## src/snooze_pkg.sv

```systemverilog
// constants, state codes and register map of the snooze wake sequencer
package snooze_pkg;

   // ****************************************
   // register map (plain port, byte wide)
   // ****************************************
   localparam logic [2:0] ctrl_off   = 3'h0;
   localparam logic [2:0] upper_off  = 3'h1;
   localparam logic [2:0] lower_off  = 3'h2;
   localparam logic [2:0] cmp_off    = 3'h3;
   localparam logic [2:0] status_off = 3'h4;
   localparam logic [2:0] rxdata_off = 3'h5;

   // control register fields
   localparam int conv_wake_bit  = 0;
   localparam int ser_wake_bit   = 1;
   localparam int mode_req_bit   = 2;
   localparam int act_high_bit   = 3;
   localparam int pin_sel_lsb    = 4;
   localparam int xfer_en_bit    = 7;

   // status register fields
   localparam int st_mode_bit    = 0;
   localparam int st_hazard_bit  = 1;
   localparam int st_range_bit   = 2;
   localparam int st_wden_bit    = 3;
   localparam int st_wdsb_bit    = 4;
   localparam int st_snooze_bit  = 5;
   localparam int st_stop_bit    = 6;

   // ****************************************
   // values after reset
   // ****************************************
   localparam logic [7:0] ctrl_rst   = 8'h08;
   localparam logic [7:0] upper_rst  = 8'hFF;
   localparam logic [7:0] lower_rst  = 8'h00;
   localparam logic [7:0] cmp_rst    = 8'h00;
   localparam logic [7:0] rxdata_rst = 8'h00;
   localparam logic [1:0] pins_rst   = 2'h1;

   // synchroniser stages for pin inputs
   localparam int sync_stages = 3;

   // one-hot power states
   typedef enum logic [4:0] {
      st_run      = 5'h01,
      st_stop     = 5'h02,
      st_snz_conv = 5'h04,
      st_snz_rx   = 5'h08,
      st_snz_xfer = 5'h10
   } pstate_e;

endpackage : snooze_pkg

```

## src/pin_sync.sv

```systemverilog
// three-stage pin synchroniser with agreement filter
`timescale 1ns/100ps
module pin_sync #(
   parameter int         W       = 2,
   parameter logic [W-1:0] RST_VAL = '0
) (
   input  wire logic         sys_clk,
   input  wire logic         rst,
   input  wire logic [W-1:0] pin_in,
   output logic      [W-1:0] pin_out
);
   import snooze_pkg::*;

   // the three stages and the filtered output kept as one state word
   typedef struct packed {
      logic [sync_stages-1:0][W-1:0] stage;
      logic [W-1:0]                  out;
   } sync_s;

   sync_s q, d;

   // stage one is read by stage two only; output moves when two and three agree
   always_comb begin
      d          = q;
      d.stage[0] = pin_in;
      for (int i = 1; i < sync_stages; i++) begin
         d.stage[i] = q.stage[i-1];
      end
      for (int b = 0; b < W; b++) begin
         if (q.stage[1][b] == q.stage[2][b]) begin
            d.out[b] = q.stage[2][b];
         end
      end
      // idle levels at reset, so no false edge follows its release
      if (rst) begin
         d.stage = {sync_stages{RST_VAL}};
         d.out   = RST_VAL;
      end
   end

   // single state register
   always_ff @(posedge sys_clk) begin
      q <= d;
   end

   assign pin_out = q.out;

endmodule : pin_sync

```

## src/snooze_wake_sequencer.sv

```systemverilog
// snooze wake sequencer: stop/snooze/run control and wake decisions
`timescale 1ns/100ps
module snooze_wake_sequencer (
   input  wire logic       sys_clk,
   input  wire logic       rst,
   input  wire logic [2:0] addr,
   input  wire logic [7:0] wdata,
   input  wire logic       wr,
   input  wire logic       rd,
   output logic      [7:0] rdata,
   input  wire logic       stop_req,
   input  wire logic       interval_timer_irq,
   input  wire logic       waveform_timer_irq,
   input  wire logic       serial_rx_pin,
   input  wire logic       external_pin_irq,
   input  wire logic       conv_done,
   input  wire logic [7:0] conv_result,
   input  wire logic       rx_done,
   input  wire logic [7:0] rx_byte,
   input  wire logic       xfer_done,
   input  wire logic       watchdog_enable_option,
   input  wire logic       watchdog_standby_option,
   input  wire logic       fast_osc_range_select,
   output logic            cpu_clk_en,
   output logic            fast_osc_en,
   output logic            slow_osc_en,
   output logic            wdt_osc_en,
   output logic            wdt_clear,
   output logic            conv_start,
   output logic            rx_start,
   output logic            xfer_req,
   output logic            conversion_done_irq,
   output logic            serial_rx_irq,
   output logic            range_high,
   output logic      [7:0] snooze_status_pin
);
   import snooze_pkg::*;

   // ****************************************
   // state of the block
   // ****************************************
   typedef struct packed {
      pstate_e    st;
      logic [7:0] ctrl;
      logic [7:0] upper;
      logic [7:0] lower;
      logic [7:0] cmp;
      logic [7:0] rxdata;
      logic [7:0] rdata;
      logic       mode_stat;
      logic       hazard;
      logic       opt_ok;
      logic       wd_en;
      logic       wd_sb;
      logic       range;
      logic       rx_prev;
      logic       conv_irq;
      logic       rx_irq;
      logic       c_start;
      logic       r_start;
      logic       x_req;
      logic       wd_clr;
      logic [7:0] pins;
   } seq_s;

   seq_s q, d;
   logic [1:0] pins_s;
   logic       rx_s;
   logic       ext_s;
   logic       rx_fall;

   // true while in any snooze state
   function automatic logic in_snooze(input pstate_e s);
      return (s == st_snz_conv) || (s == st_snz_rx) || (s == st_snz_xfer);
   endfunction : in_snooze

   // conversion result outside the programmed window
   function automatic logic out_window(input logic [7:0] r, lo, hi);
      return (r < lo) || (r > hi);
   endfunction : out_window

   // rx idles high, external request idles low
   pin_sync #(
      .W       (2),
      .RST_VAL (pins_rst)
   ) u_sync (
      .sys_clk (sys_clk),
      .rst     (rst),
      .pin_in  ({external_pin_irq, serial_rx_pin}),
      .pin_out (pins_s)
   );

   assign rx_s    = pins_s[0];
   assign ext_s   = pins_s[1];
   assign rx_fall = q.rx_prev & ~rx_s;

   // ****************************************
   // next-state logic
   // ****************************************
   always_comb begin
      d         = q;
      d.rx_prev = rx_s;
      d.conv_irq = 1'b0;
      d.rx_irq  = 1'b0;
      d.c_start = 1'b0;
      d.r_start = 1'b0;
      d.x_req   = 1'b0;
      d.wd_clr  = 1'b0;
      // serial mode status trails its request by one cycle
      d.mode_stat = q.ctrl[mode_req_bit];

      // options are caught once, right after reset release
      if (!q.opt_ok) begin
         d.opt_ok = 1'b1;
         d.wd_en  = watchdog_enable_option;
         d.wd_sb  = watchdog_standby_option;
         d.range  = fast_osc_range_select;
      end

      // register writes
      if (wr) begin
         case (addr)
            ctrl_off:  d.ctrl  = wdata;
            upper_off: d.upper = wdata;
            lower_off: d.lower = wdata;
            cmp_off:   d.cmp   = wdata;
            status_off: begin
               if (wdata[st_hazard_bit]) d.hazard = 1'b0;
            end
            default: ;
         endcase
      end

      // register reads, data one cycle later; unmapped reads zero
      d.rdata = 8'h00;
      if (rd) begin
         case (addr)
            ctrl_off:   d.rdata = q.ctrl;
            upper_off:  d.rdata = q.upper;
            lower_off:  d.rdata = q.lower;
            cmp_off:    d.rdata = q.cmp;
            rxdata_off: d.rdata = q.rxdata;
            status_off: begin
               d.rdata[st_mode_bit]   = q.mode_stat;
               d.rdata[st_hazard_bit] = q.hazard;
               d.rdata[st_range_bit]  = q.range;
               d.rdata[st_wden_bit]   = q.wd_en;
               d.rdata[st_wdsb_bit]   = q.wd_sb;
               d.rdata[st_snooze_bit] = in_snooze(q.st);
               d.rdata[st_stop_bit]   = (q.st == st_stop);
            end
            default: d.rdata = 8'h00;
         endcase
      end

      // a start edge outside stop and serial snooze with the serial enable set is flagged;
      // set beats a same-cycle software clear
      if (rx_fall && q.ctrl[ser_wake_bit] && q.st != st_stop && q.st != st_snz_rx) begin
         d.hazard = 1'b1;
      end

      // power state machine
      case (q.st)
         st_run: begin
            if (stop_req) d.st = st_stop;
         end
         st_stop: begin
            // snooze is reached from stop only
            if (ext_s) begin
               d.st = st_run;
            end else if (q.ctrl[conv_wake_bit] &&
                         (interval_timer_irq || waveform_timer_irq)) begin
               d.st      = st_snz_conv;
               d.c_start = 1'b1;
            end else if (q.ctrl[ser_wake_bit] && rx_fall) begin
               d.st      = st_snz_rx;
               d.r_start = 1'b1;
            end else if (q.ctrl[xfer_en_bit] && interval_timer_irq) begin
               d.st    = st_snz_xfer;
               d.x_req = 1'b1;
            end
         end
         st_snz_conv: begin
            if (conv_done) begin
               if (out_window(conv_result, q.lower, q.upper)) begin
                  d.conv_irq = 1'b1;
                  d.st       = st_run;
               end else begin
                  d.st = st_stop;
               end
            end
         end
         st_snz_rx: begin
            if (rx_done) begin
               d.rxdata = rx_byte;
               if (rx_byte == q.cmp) begin
                  d.rx_irq = 1'b1;
                  d.st     = st_run;
               end else begin
                  d.st = st_stop;
               end
            end
         end
         st_snz_xfer: begin
            // transfers run without the cpu; only the pin wakes it
            if (ext_s) begin
               d.st = st_run;
            end else if (xfer_done) begin
               d.st = st_stop;
            end
         end
         default: d.st = st_run;
      endcase

      // a watchdog that slept is cleared on return to run
      if (d.st == st_run && q.st != st_run && q.wd_en && !q.wd_sb) begin
         d.wd_clr = 1'b1;
      end

      // status pin: selected pin active in snooze, all idle otherwise
      for (int i = 0; i < 8; i++) begin
         if (in_snooze(d.st) && q.ctrl[pin_sel_lsb +: 3] == 3'(i)) begin
            d.pins[i] = q.ctrl[act_high_bit];
         end else begin
            d.pins[i] = ~q.ctrl[act_high_bit];
         end
      end

      // reset returns every field to its idle value at once
      if (rst) begin
         d.st       = st_run;
         d.ctrl     = ctrl_rst;
         d.upper    = upper_rst;
         d.lower    = lower_rst;
         d.cmp      = cmp_rst;
         d.rxdata   = rxdata_rst;
         d.rdata    = 8'h00;
         d.mode_stat = 1'b0;
         d.hazard   = 1'b0;
         d.opt_ok   = 1'b0;
         d.wd_en    = 1'b0;
         d.wd_sb    = 1'b0;
         d.range    = 1'b0;
         d.rx_prev  = 1'b1;
         d.conv_irq = 1'b0;
         d.rx_irq   = 1'b0;
         d.c_start  = 1'b0;
         d.r_start  = 1'b0;
         d.x_req    = 1'b0;
         d.wd_clr   = 1'b0;
         d.pins     = ~{8{ctrl_rst[act_high_bit]}};
      end
   end

   // single state register, synchronous reset handled above
   always_ff @(posedge sys_clk) begin
      q <= d;
   end

   // ****************************************
   // outputs
   // ****************************************
   // clocks follow the registered state so they never glitch mid-cycle
   assign cpu_clk_en  = (q.st == st_run);
   assign fast_osc_en = (q.st != st_stop);
   assign slow_osc_en = 1'b1;                              // trigger timer keeps counting
   assign wdt_osc_en  = q.wd_en & (cpu_clk_en | q.wd_sb);
   assign wdt_clear   = q.wd_clr;
   assign conv_start  = q.c_start;
   assign rx_start    = q.r_start;
   assign xfer_req    = q.x_req;
   assign conversion_done_irq = q.conv_irq;
   assign serial_rx_irq = q.rx_irq;
   assign range_high  = q.range;
   assign snooze_status_pin = q.pins;
   assign rdata       = q.rdata;
endmodule : snooze_wake_sequencer

```

## config.mk

```make
export PLATFORM = sky130hd
export DESIGN_NAME = snooze_wake_sequencer
export DESIGN_NICKNAME = d
export VERILOG_FILES = /design/src/snooze_pkg.sv /design/src/pin_sync.sv /design/src/snooze_wake_sequencer.sv
export SDC_FILE = /design/constraint.sdc
export NUM_CORES = 1
export LEC_CHECK = 0
export BUFFER_PORTS_ARGS = -buffer_cell sky130_fd_sc_hd__buf_4
export CORE_MARGIN = 5
export CORE_UTILIZATION = 25
export CTS_CLUSTER_SIZE = 10
export DETAILED_ROUTE_END_ITERATION = 10
export PLACE_DENSITY = 0.54
export SLEW_MARGIN = 20
export SYNTH_ARGS = -nofsm -noshare
export SYNTH_HDL_FRONTEND = slang
export SYNTH_SLANG_ARGS = --single-unit
```

## constraint.sdc

```tcl
create_clock -name sys_clk -period 2 [get_ports sys_clk]
set_input_delay 0.4 -clock sys_clk [delete_from_list [all_inputs] [get_ports sys_clk]]
set_output_delay 0.4 -clock sys_clk [all_outputs]
set_load 0.05 [all_outputs]
```

# ---- Yosys cells after proc, flatten, opt, wreduce, memory -nomap -nowiden
# Index checks and enable logic that the tools add are counted.
dict set report totals {
  register_bits 82
  elab_cells 138
  output_inout_bits 27
}
dict set report op_classes {
  bitwise_logic 11
  n_reduce_logical 40
  n_lt_le_gt_ge 2
  muxes 32
  n_eq_ne 27
}
# operator n
set op_table {}
lappend op_table {{5-bit 2-to-1 mux} 9}
lappend op_table {{7-bit one-hot mux with 6 select lines} 1}
lappend op_table {{5-bit one-hot mux with 5 select lines} 1}
lappend op_table {{3-bit == test (second input constant)} 6}
lappend op_table {{1-bit 2-to-1 mux} 18}
lappend op_table {{1-bit logical AND} 16}
lappend op_table {{3-bit by 2-bit == test with 1-bit output (second input constant)} 4}
lappend op_table {{5-bit by 1-bit == test with 1-bit output (second input constant)} 2}
lappend op_table {{5-bit by 3-bit == test with 1-bit output (second input constant)} 2}
lappend op_table {{5-bit by 4-bit == test with 1-bit output (second input constant)} 2}
lappend op_table {{5-bit == test (second input constant)} 2}
lappend op_table {{2-bit AND reduction} 5}
lappend op_table {{3-bit OR reduction} 3}
lappend op_table {{8-bit == test} 1}
lappend op_table {{8-bit > comparator} 1}
lappend op_table {{8-bit < comparator} 1}
lappend op_table {{1-bit inverter} 8}
lappend op_table {{3-bit by 1-bit == test with 1-bit output (second input constant)} 2}
lappend op_table {{3-bit zero test} 2}
lappend op_table {{1-bit logical OR} 6}
lappend op_table {{2-bit nonzero test} 3}
lappend op_table {{5-bit by 2-bit == test with 1-bit output (second input constant)} 1}
lappend op_table {{5-bit by 1-bit inequality test with 1-bit output (second input constant)} 1}
lappend op_table {{5-bit by 2-bit inequality test with 1-bit output (second input constant)} 1}
lappend op_table {{other kinds (11)} 14}

# ---- Logic depth before layout (Yosys ltp)
# Gate-level depths: netlist of the first run.
dict set report logic_depth {
  ltp_word 12
  depth_mapped 7
  mapped_depth_nobuf 7
}

# ---- Hierarchy
# From an unflattened synthesis of the first run, not the netlist that was laid out.
dict set report unflattened {
  cells_unflattened 466
  hier_area_um2 4033.9
}
# mod n_inst seq_area_each_um2 area_per_inst_um2 cells_per_inst
set modules_own_cells {}
lappend modules_own_cells {snooze_wake_sequencer 1 1481.4 3791.1 444}
lappend modules_own_cells {pin_sync 1 160.2 242.7 22}

# ---- Least setup slack after synthesis of the first run
# No wires, ideal clock.
dict set report synth_timing {
  path_kind {register -> output}
  startpoint {register q[70] (netlist name)}
  endpoint {output wdt_osc_en}
  arrival_time_ps 1788
  path_buffers 2
  slack_ps -188
  path_stages_with_launch 6
  cell_sequence {dfxtp_1 -> buf_2 -> nor2_1 -> and3_1 -> clkbuf_1 -> o21a_1}
}
dict set report synth_between {
  elab_chain_len 3
}
# element line_no
set synth_rtl {}
lappend synth_rtl {{start, declared} snooze_wake_sequencer.sv:66} ;# seq_s q, d;
lappend synth_rtl {{start signal, assigned} snooze_wake_sequencer.sv:257} ;# q <= d;
lappend synth_rtl {{5-bit by 1-bit == test with 1-bit output} snooze_wake_sequencer.sv:264} ;# assign cpu_clk_en = (q.st == st_run);
lappend synth_rtl {{via cpu_clk_en} snooze_wake_sequencer.sv:24} ;# output logic cpu_clk_en,
lappend synth_rtl {{1-bit OR} snooze_wake_sequencer.sv:267} ;# assign wdt_osc_en = q.wd_en & (cpu_clk_en | q.wd_sb);
lappend synth_rtl {{1-bit AND} snooze_wake_sequencer.sv:267}
lappend synth_rtl {{end, declared} snooze_wake_sequencer.sv:27} ;# output logic wdt_osc_en,
# The timed path passes the listed nets, and every way through them passes these cells.

# ---- Worst setup path in the final report of the first run
dict set report layout_timing {
  startpoint {register q[69] (netlist name)}
  endpoint {output wdt_osc_en}
}
dict set report layout_between {
  elab_chain_len 3
}
# element line_no
set layout_rtl {}
lappend layout_rtl {{5-bit by 1-bit == test with 1-bit output} snooze_wake_sequencer.sv:264}
lappend layout_rtl {{1-bit OR} snooze_wake_sequencer.sv:267}
lappend layout_rtl {{1-bit AND} snooze_wake_sequencer.sv:267}
# No other way between the ends.

==> results_dict.tcl, run 1 <==
set metrics [dict create \
    status "completed" \
    path_cells "and3_4 -> buf_4 -> o21a_1 -> buf_4" \
    synth_top_family_by_area "simple AND/OR/NAND/NOR gates" \
    r2r_start "q[46]" \
    p_leak_nw 2.08 \
    design_area_um2 5170 \
    area_delta_synth_final_pct 23.8 \
    dr.pass1.iters 4 \
    clkSinkCount 82 \
    critPathLaunchType "flip-flop" \
    min_period_ns 1.92 \
    synth_xor_area_share_pct 2.31 \
    synthMuxAreaShare_pct 8.72 \
    gp_congestion 0.812 \
    final.fill_count 1804 \
    synth-compound-area-share_pct 16.7 \
    postCtsHoldBufs 0 \
    finalSetupViolations 0 \
    end_kind "primary output" \
    clock_latency_ns 0.34 \
    syn_inst 483 \
    cp_max_fo 7 \
    yosys_warnings 0 \
    diodes 0 \
    port_buffers 67 \
    grt_max_degree 42 \
    synth_fa_ha_area_share_pct 4.49 \
    cp.arrival_ns 1.52 \
    max-clock-path-buffers 2 \
    antenna_found_initial 0 \
    drt-total-wl_um 11800 \
    dpl.hpwl_um 9280 \
    syn_avg_cell_area_um2 8.65 \
    clk_pin_slew_ns 0.06 \
    die_w_um 139 \
    critPathSlowestCell "dfxtp_1" \
    num_io_pins 69 \
    initial_utilization_pct 25.4 \
    vias_per_cell 4.71 \
    slew_headroom_pct 66.3 \
    required_ns 1.60 \
    cts_tree "built" \
    nets 588 \
    row_count 47 \
    maxCapViolCount 0 \
    wl_per_cell_um 15.7 \
    worst-path-buf-inv 2 \
    grt_most_used_layer "met2" \
    crit_type "reg -> out" \
    multi_input_comb_area_um2 2220 \
    rsz0062_at_grt "no" \
    dieArea_um2 19400 \
    htreeDepth 3 \
    grt_pass1_wl_um 19100 \
    ys_types 62 \
    synth_edf_count 0 \
    cpPeakStageDelay_ns 0.49 \
    fin_crit_sh_pct 95.9 \
    syn-num-nets 540 \
    drtAntennaViolNets 0 \
    yosys_register_bits 82 \
    ff_latch_area_um2 1650 \
    grt_pass1_vias 3540 \
    fp.coreArea_um2 16500 \
    cts_buffers 9 \
    path_delay_family "flip-flops" \
    dr.first_iter.drc_count 242 \
    skew_ns 0.00790 \
    place_area_um2 4810 \
    use_met2_pct 19.2 \
    yosys.area_share.simple_pct 20.3 \
    critPathMostFrequentCell "buf_4" \
    hold_viol 0 \
    layout-drive-gt1-share_pct 23.6 \
    synth_ff_type "dfxtp_1" \
    grt_use_met1_pct 16.9 \
    finalSetupTns_ns 0 \
    grt.total_usage_pct 12.3 \
    vias 3554 \
    maxSlewViolCount 0 \
    grt-ovfl-total 0 \
    p_per_area_nw_per_um2 762 \
    ys_seq_area_share_pct 39.3 \
    final_common_cell "buf_4" \
    ff2ff_setup_slack_ns 0.16 \
    die_y_um 139 \
    grt_use_met3_pct 2.74 \
    synthArstFlopShare_pct 0 \
    hp-class "in -> reg" \
    drcViolationCount 0 \
    worst_slew_pin_slew_ns 0.493 \
    synthesis.area_um2 4180 \
    min_from "serial_rx_pin" \
    cts-root-buf "clkbuf_16" \
    cp-startpoint "q[69]" \
    final_cell_mix "buf_4, dfxtp_1, nand2_1" \
    peakVddDrop_mv 0.310 \
    fmax_mhz 521 \
]
[routing by layer]
metal	vias up	wire length [um]
met4	0	194
met2	80	5320
met5	-	0
met3	13	564
li1	1761	-
met1	1700	5770
[sequential cells by signal (all words and copies together) (netlist names)]
signal	flops
q	51
u_sync.q	6
rdata	8
rx_start	1
conv_start	1
serial_rx_irq	1
u_sync.pin_out	2
wdt_clear	1
conversion_done_irq	1
xfer_req	1
range_high	1
snooze_status_pin	8
[cells by family (layout without fill, tap and decap cells)]
group,Yosys count,count (layout)
simple gates,175,175
compound gates,99,99
flops,82,82
buf+inv,68,120
mux,32,32
fa+ha+maj,15,15
xor+xnor,11,11
other cells,1,1
[per-stage QoR]
step | hold WS [ns] | util [%] | power (mW) | setup WS, ns | std cells
floorplan | 0.389 | - | 2.03 | 0.0702 | 483
global placement | 0.398 | 29.2 | 2.20 | 0.0305 | 738
detailed placement | 0.400 | 29.2 | 2.21 | 0.0306 | 738
CTS | 0.235 | 31.2 | 3.98 | 0.00464 | 753
global route | 0.245 | 31.4 | 4.10 | 0.0217 | 755
finish | 0.248 | 31.4 | 3.94 | 0.0817 | 755
[cells in the mapped netlist (4+ instances only)]
library cell	count	share of area, %
dfxtp_1	82	39
nand2_1	74	6.7
nor2_1	36	3.2
a21oi_1	34	4.1
mux2i_1	24	5.8
inv_1	22	2.0
clkbuf_1	19	1.7
buf_4	17	3.1
ha_1	15	4.5
o211ai_1	10	1.8
o21ai_0	10	1.2
nor2b_1	9	1.3
nand3_1	8	0.96
xnor2_1	8	1.7
buf_2	7	0.84
nand2b_1	7	1.0
nand4_1	7	1.0
a211oi_1	6	1.1
a22oi_1	6	1.1
and2_1	5	0.75
mux2_2	5	1.3
or2_2	5	0.75
nand3b_1	4	0.72
nor4_1	4	0.60
o22a_1	4	0.84
[worst paths after layout]
check	to	cells after the start
worst max-delay path	wdt_osc_en	4
worst min register to register	u_sync.q[4]	1
worst max register to register	wdt_clear	6
worst min-delay path	u_sync.q[2]	2
[power by group]
group	switching [mW]	leakage [nW]	internal [mW]	total, mW
Combinational	0.274	1.26	0.205	0.479
Sequential	0.0374	0.668	1.67	1.71
Clock	0.667	0.152	1.09	1.76
[repair_timing]
| action | CTS | global route |
|---|---|---|
| endpoints found under the setup margin | 1 | 9 |
| hold endpoints to repair | 0 | 0 |
| pin swaps | 0 | 1 |
| resized for setup | 6 | 6 |
| buffers inserted | 0 | 2 |
| cloned | 0 | 0 |
[area by class of cell]
type / instances / share of cell area (%)
multi-input combinational: 333 / 43.0
timing repair buffer: 83 / 12.0
tap: 220 / 5.32
clock inverter: 6 / 1.74
inverter: 22 / 1.60
clock buffer: 9 / 4.35
sequential: 82 / 31.9
Note: power is estimated with default switching activity, not from simulation.
==> inputs of run 2 (changes only) <==
--- a/config.mk
+++ b/config.mk
@@ -7,10 +7,11 @@
 export LEC_CHECK = 0
 export BUFFER_PORTS_ARGS = -buffer_cell sky130_fd_sc_hd__buf_4
 export CORE_MARGIN = 5
-export CORE_UTILIZATION = 25
+export CORE_UTILIZATION = 56
 export CTS_CLUSTER_SIZE = 10
 export DETAILED_ROUTE_END_ITERATION = 10
-export PLACE_DENSITY = 0.54
+export GPL_ROUTABILITY_DRIVEN = 1
+export PLACE_DENSITY = 0.91
 export SLEW_MARGIN = 20
 export SYNTH_ARGS = -nofsm -noshare
 export SYNTH_HDL_FRONTEND = slang
==> results_dict.tcl, run 2 (same netlist as run 1, synthesis figures left out) <==
set metrics [dict create \
    diodes 0 \
    drtAntennaViolNets 0 \
    slew_headroom_pct 65.9 \
    cts_tree "built" \
    clock_latency_ns 0.35 \
    row_count 31 \
    peakVddDrop_mv 0.326 \
    top_register "q" \
    postCtsHoldBufs 0 \
    largest_register_ffs 51 \
    multi_input_comb_area_um2 2210 \
    grt.total_usage_pct 23.5 \
    rsz0062_at_grt "no" \
    port_buffers 67 \
    gp_congestion 0.930 \
    fp.coreArea_um2 7250 \
    min_period_ns 1.92 \
    skew_ns 0.00732 \
    vias 3686 \
    cp-startpoint "q[73]" \
    dieArea_um2 9290 \
    min_from "serial_rx_pin" \
    cts_buffers 9 \
    utilization_pct 67.1 \
    initial_utilization_pct 57.6 \
    drt-total-wl_um 10500 \
    grt_pass1_wl_um 16800 \
    num_io_pins 69 \
    r2r_start "q[56]" \
    status "completed" \
    die_w_um 96.4 \
    grt_pass1_vias 3466 \
    drcViolationCount 0 \
    clk_pin_slew_ns 0.07 \
    area_delta_synth_final_pct 16.4 \
    fmax_mhz 521 \
    wl_per_cell_um 16.7 \
    maxCapViolCount 0 \
    layout_setup_ws_ns 0.0807 \
    max-clock-path-buffers 2 \
    final_cell_mix "dfxtp_1, buf_4, nand2_1" \
    cp_max_fo 10 \
    dr.pass1.iters 5 \
    final.fill_count 568 \
    cts-root-buf "clkbuf_8" \
    finalSetupViolations 0 \
    ff_latch_area_um2 1650 \
    grt-ovfl-total 0 \
    finalSetupTns_ns 0 \
    dr.first_iter.drc_count 386 \
    vias_per_cell 5.85 \
    p_leak_nw 2.01 \
    p_per_area_nw_per_um2 699 \
    maxSlewViolCount 0 \
    die_y_um 96.4 \
    fin_crit_sh_pct 96.0 \
    critPathLaunchType "flip-flop" \
    htreeDepth 3 \
    antenna_found_initial 0 \
    pre_cts_ws_ns 0.00962 \
    crit_type "reg -> out" \
    required_ns 1.60 \
    end_kind "primary output" \
    dpl.hpwl_um 7880 \
    nets 584 \
    hp-class "in -> reg" \
    layout-drive-gt1-share_pct 22.4 \
    cp.arrival_ns 1.52 \
    clkSinkCount 82 \
    hold_viol 0 \
    worst_slew_pin_slew_ns 0.498 \
    grt_max_degree 33 \
]
## run 2: worst paths after layout
| check | slack [ns] | to | cells after the start |
|---|---|---|---|
| setup / recovery | 0.08 | wdt_osc_en | 4 |
| hold / removal | 0.23 | u_sync.q[2] | 2 |
| setup reg to reg | 0.12 | q[70] | 6 |
| hold reg to reg | 0.42 | u_sync.q[4] | 1 |
## run 2: power breakdown
| group | total, mW | leakage, nW | internal, mW | switching [mW] |
|---|---|---|---|---|
| clock | 1.23 | 0.106 | 0.671 | 0.558 |
| combinational | 0.465 | 1.24 | 0.197 | 0.268 |
| sequential | 1.70 | 0.667 | 1.67 | 0.0346 |
## run 2: per-layer routing
metal	part of all wire, %	GRT usage (%)
met1	43	31.1
met2	47	37.9
met3	7.9	3.67
met4	2.6	10.5
met5	0	0
## run 2: worst max-delay path, stage by stage (launching register included)
cell and delay [ns]:
dfxtp_2 0.38, nor2_2 0.19, and3_2 0.27, o21a_1 0.12
buf_4 0.19
## run 2: final cells by class
type,count,share of cell area (%)
multi-input combinational,333,45.5
sequential,82,33.8
timing repair buffer,79,12.2
clock buffer,13,3.47
tap,99,2.55
inverter,22,1.70
clock inverter,2,0.720
## run 2: per-stage QoR
stage	total power, mW	std cells	hold WS, ns	instance area [um^2]
after global routing	3.52	630	0.232	4860
after global placement	2.17	613	0.400	4630
after detailed placement	2.19	613	0.399	4630
final	3.40	630	0.234	4860
after CTS	3.41	630	0.220	4850
after floorplan	2.03	483	0.389	4180
## run 2: timing repair
item,in CTS,in global routing
buffers inserted,2,0
endpoints found under the setup margin,2,3
resized for setup,3,4
pin swaps,1,0
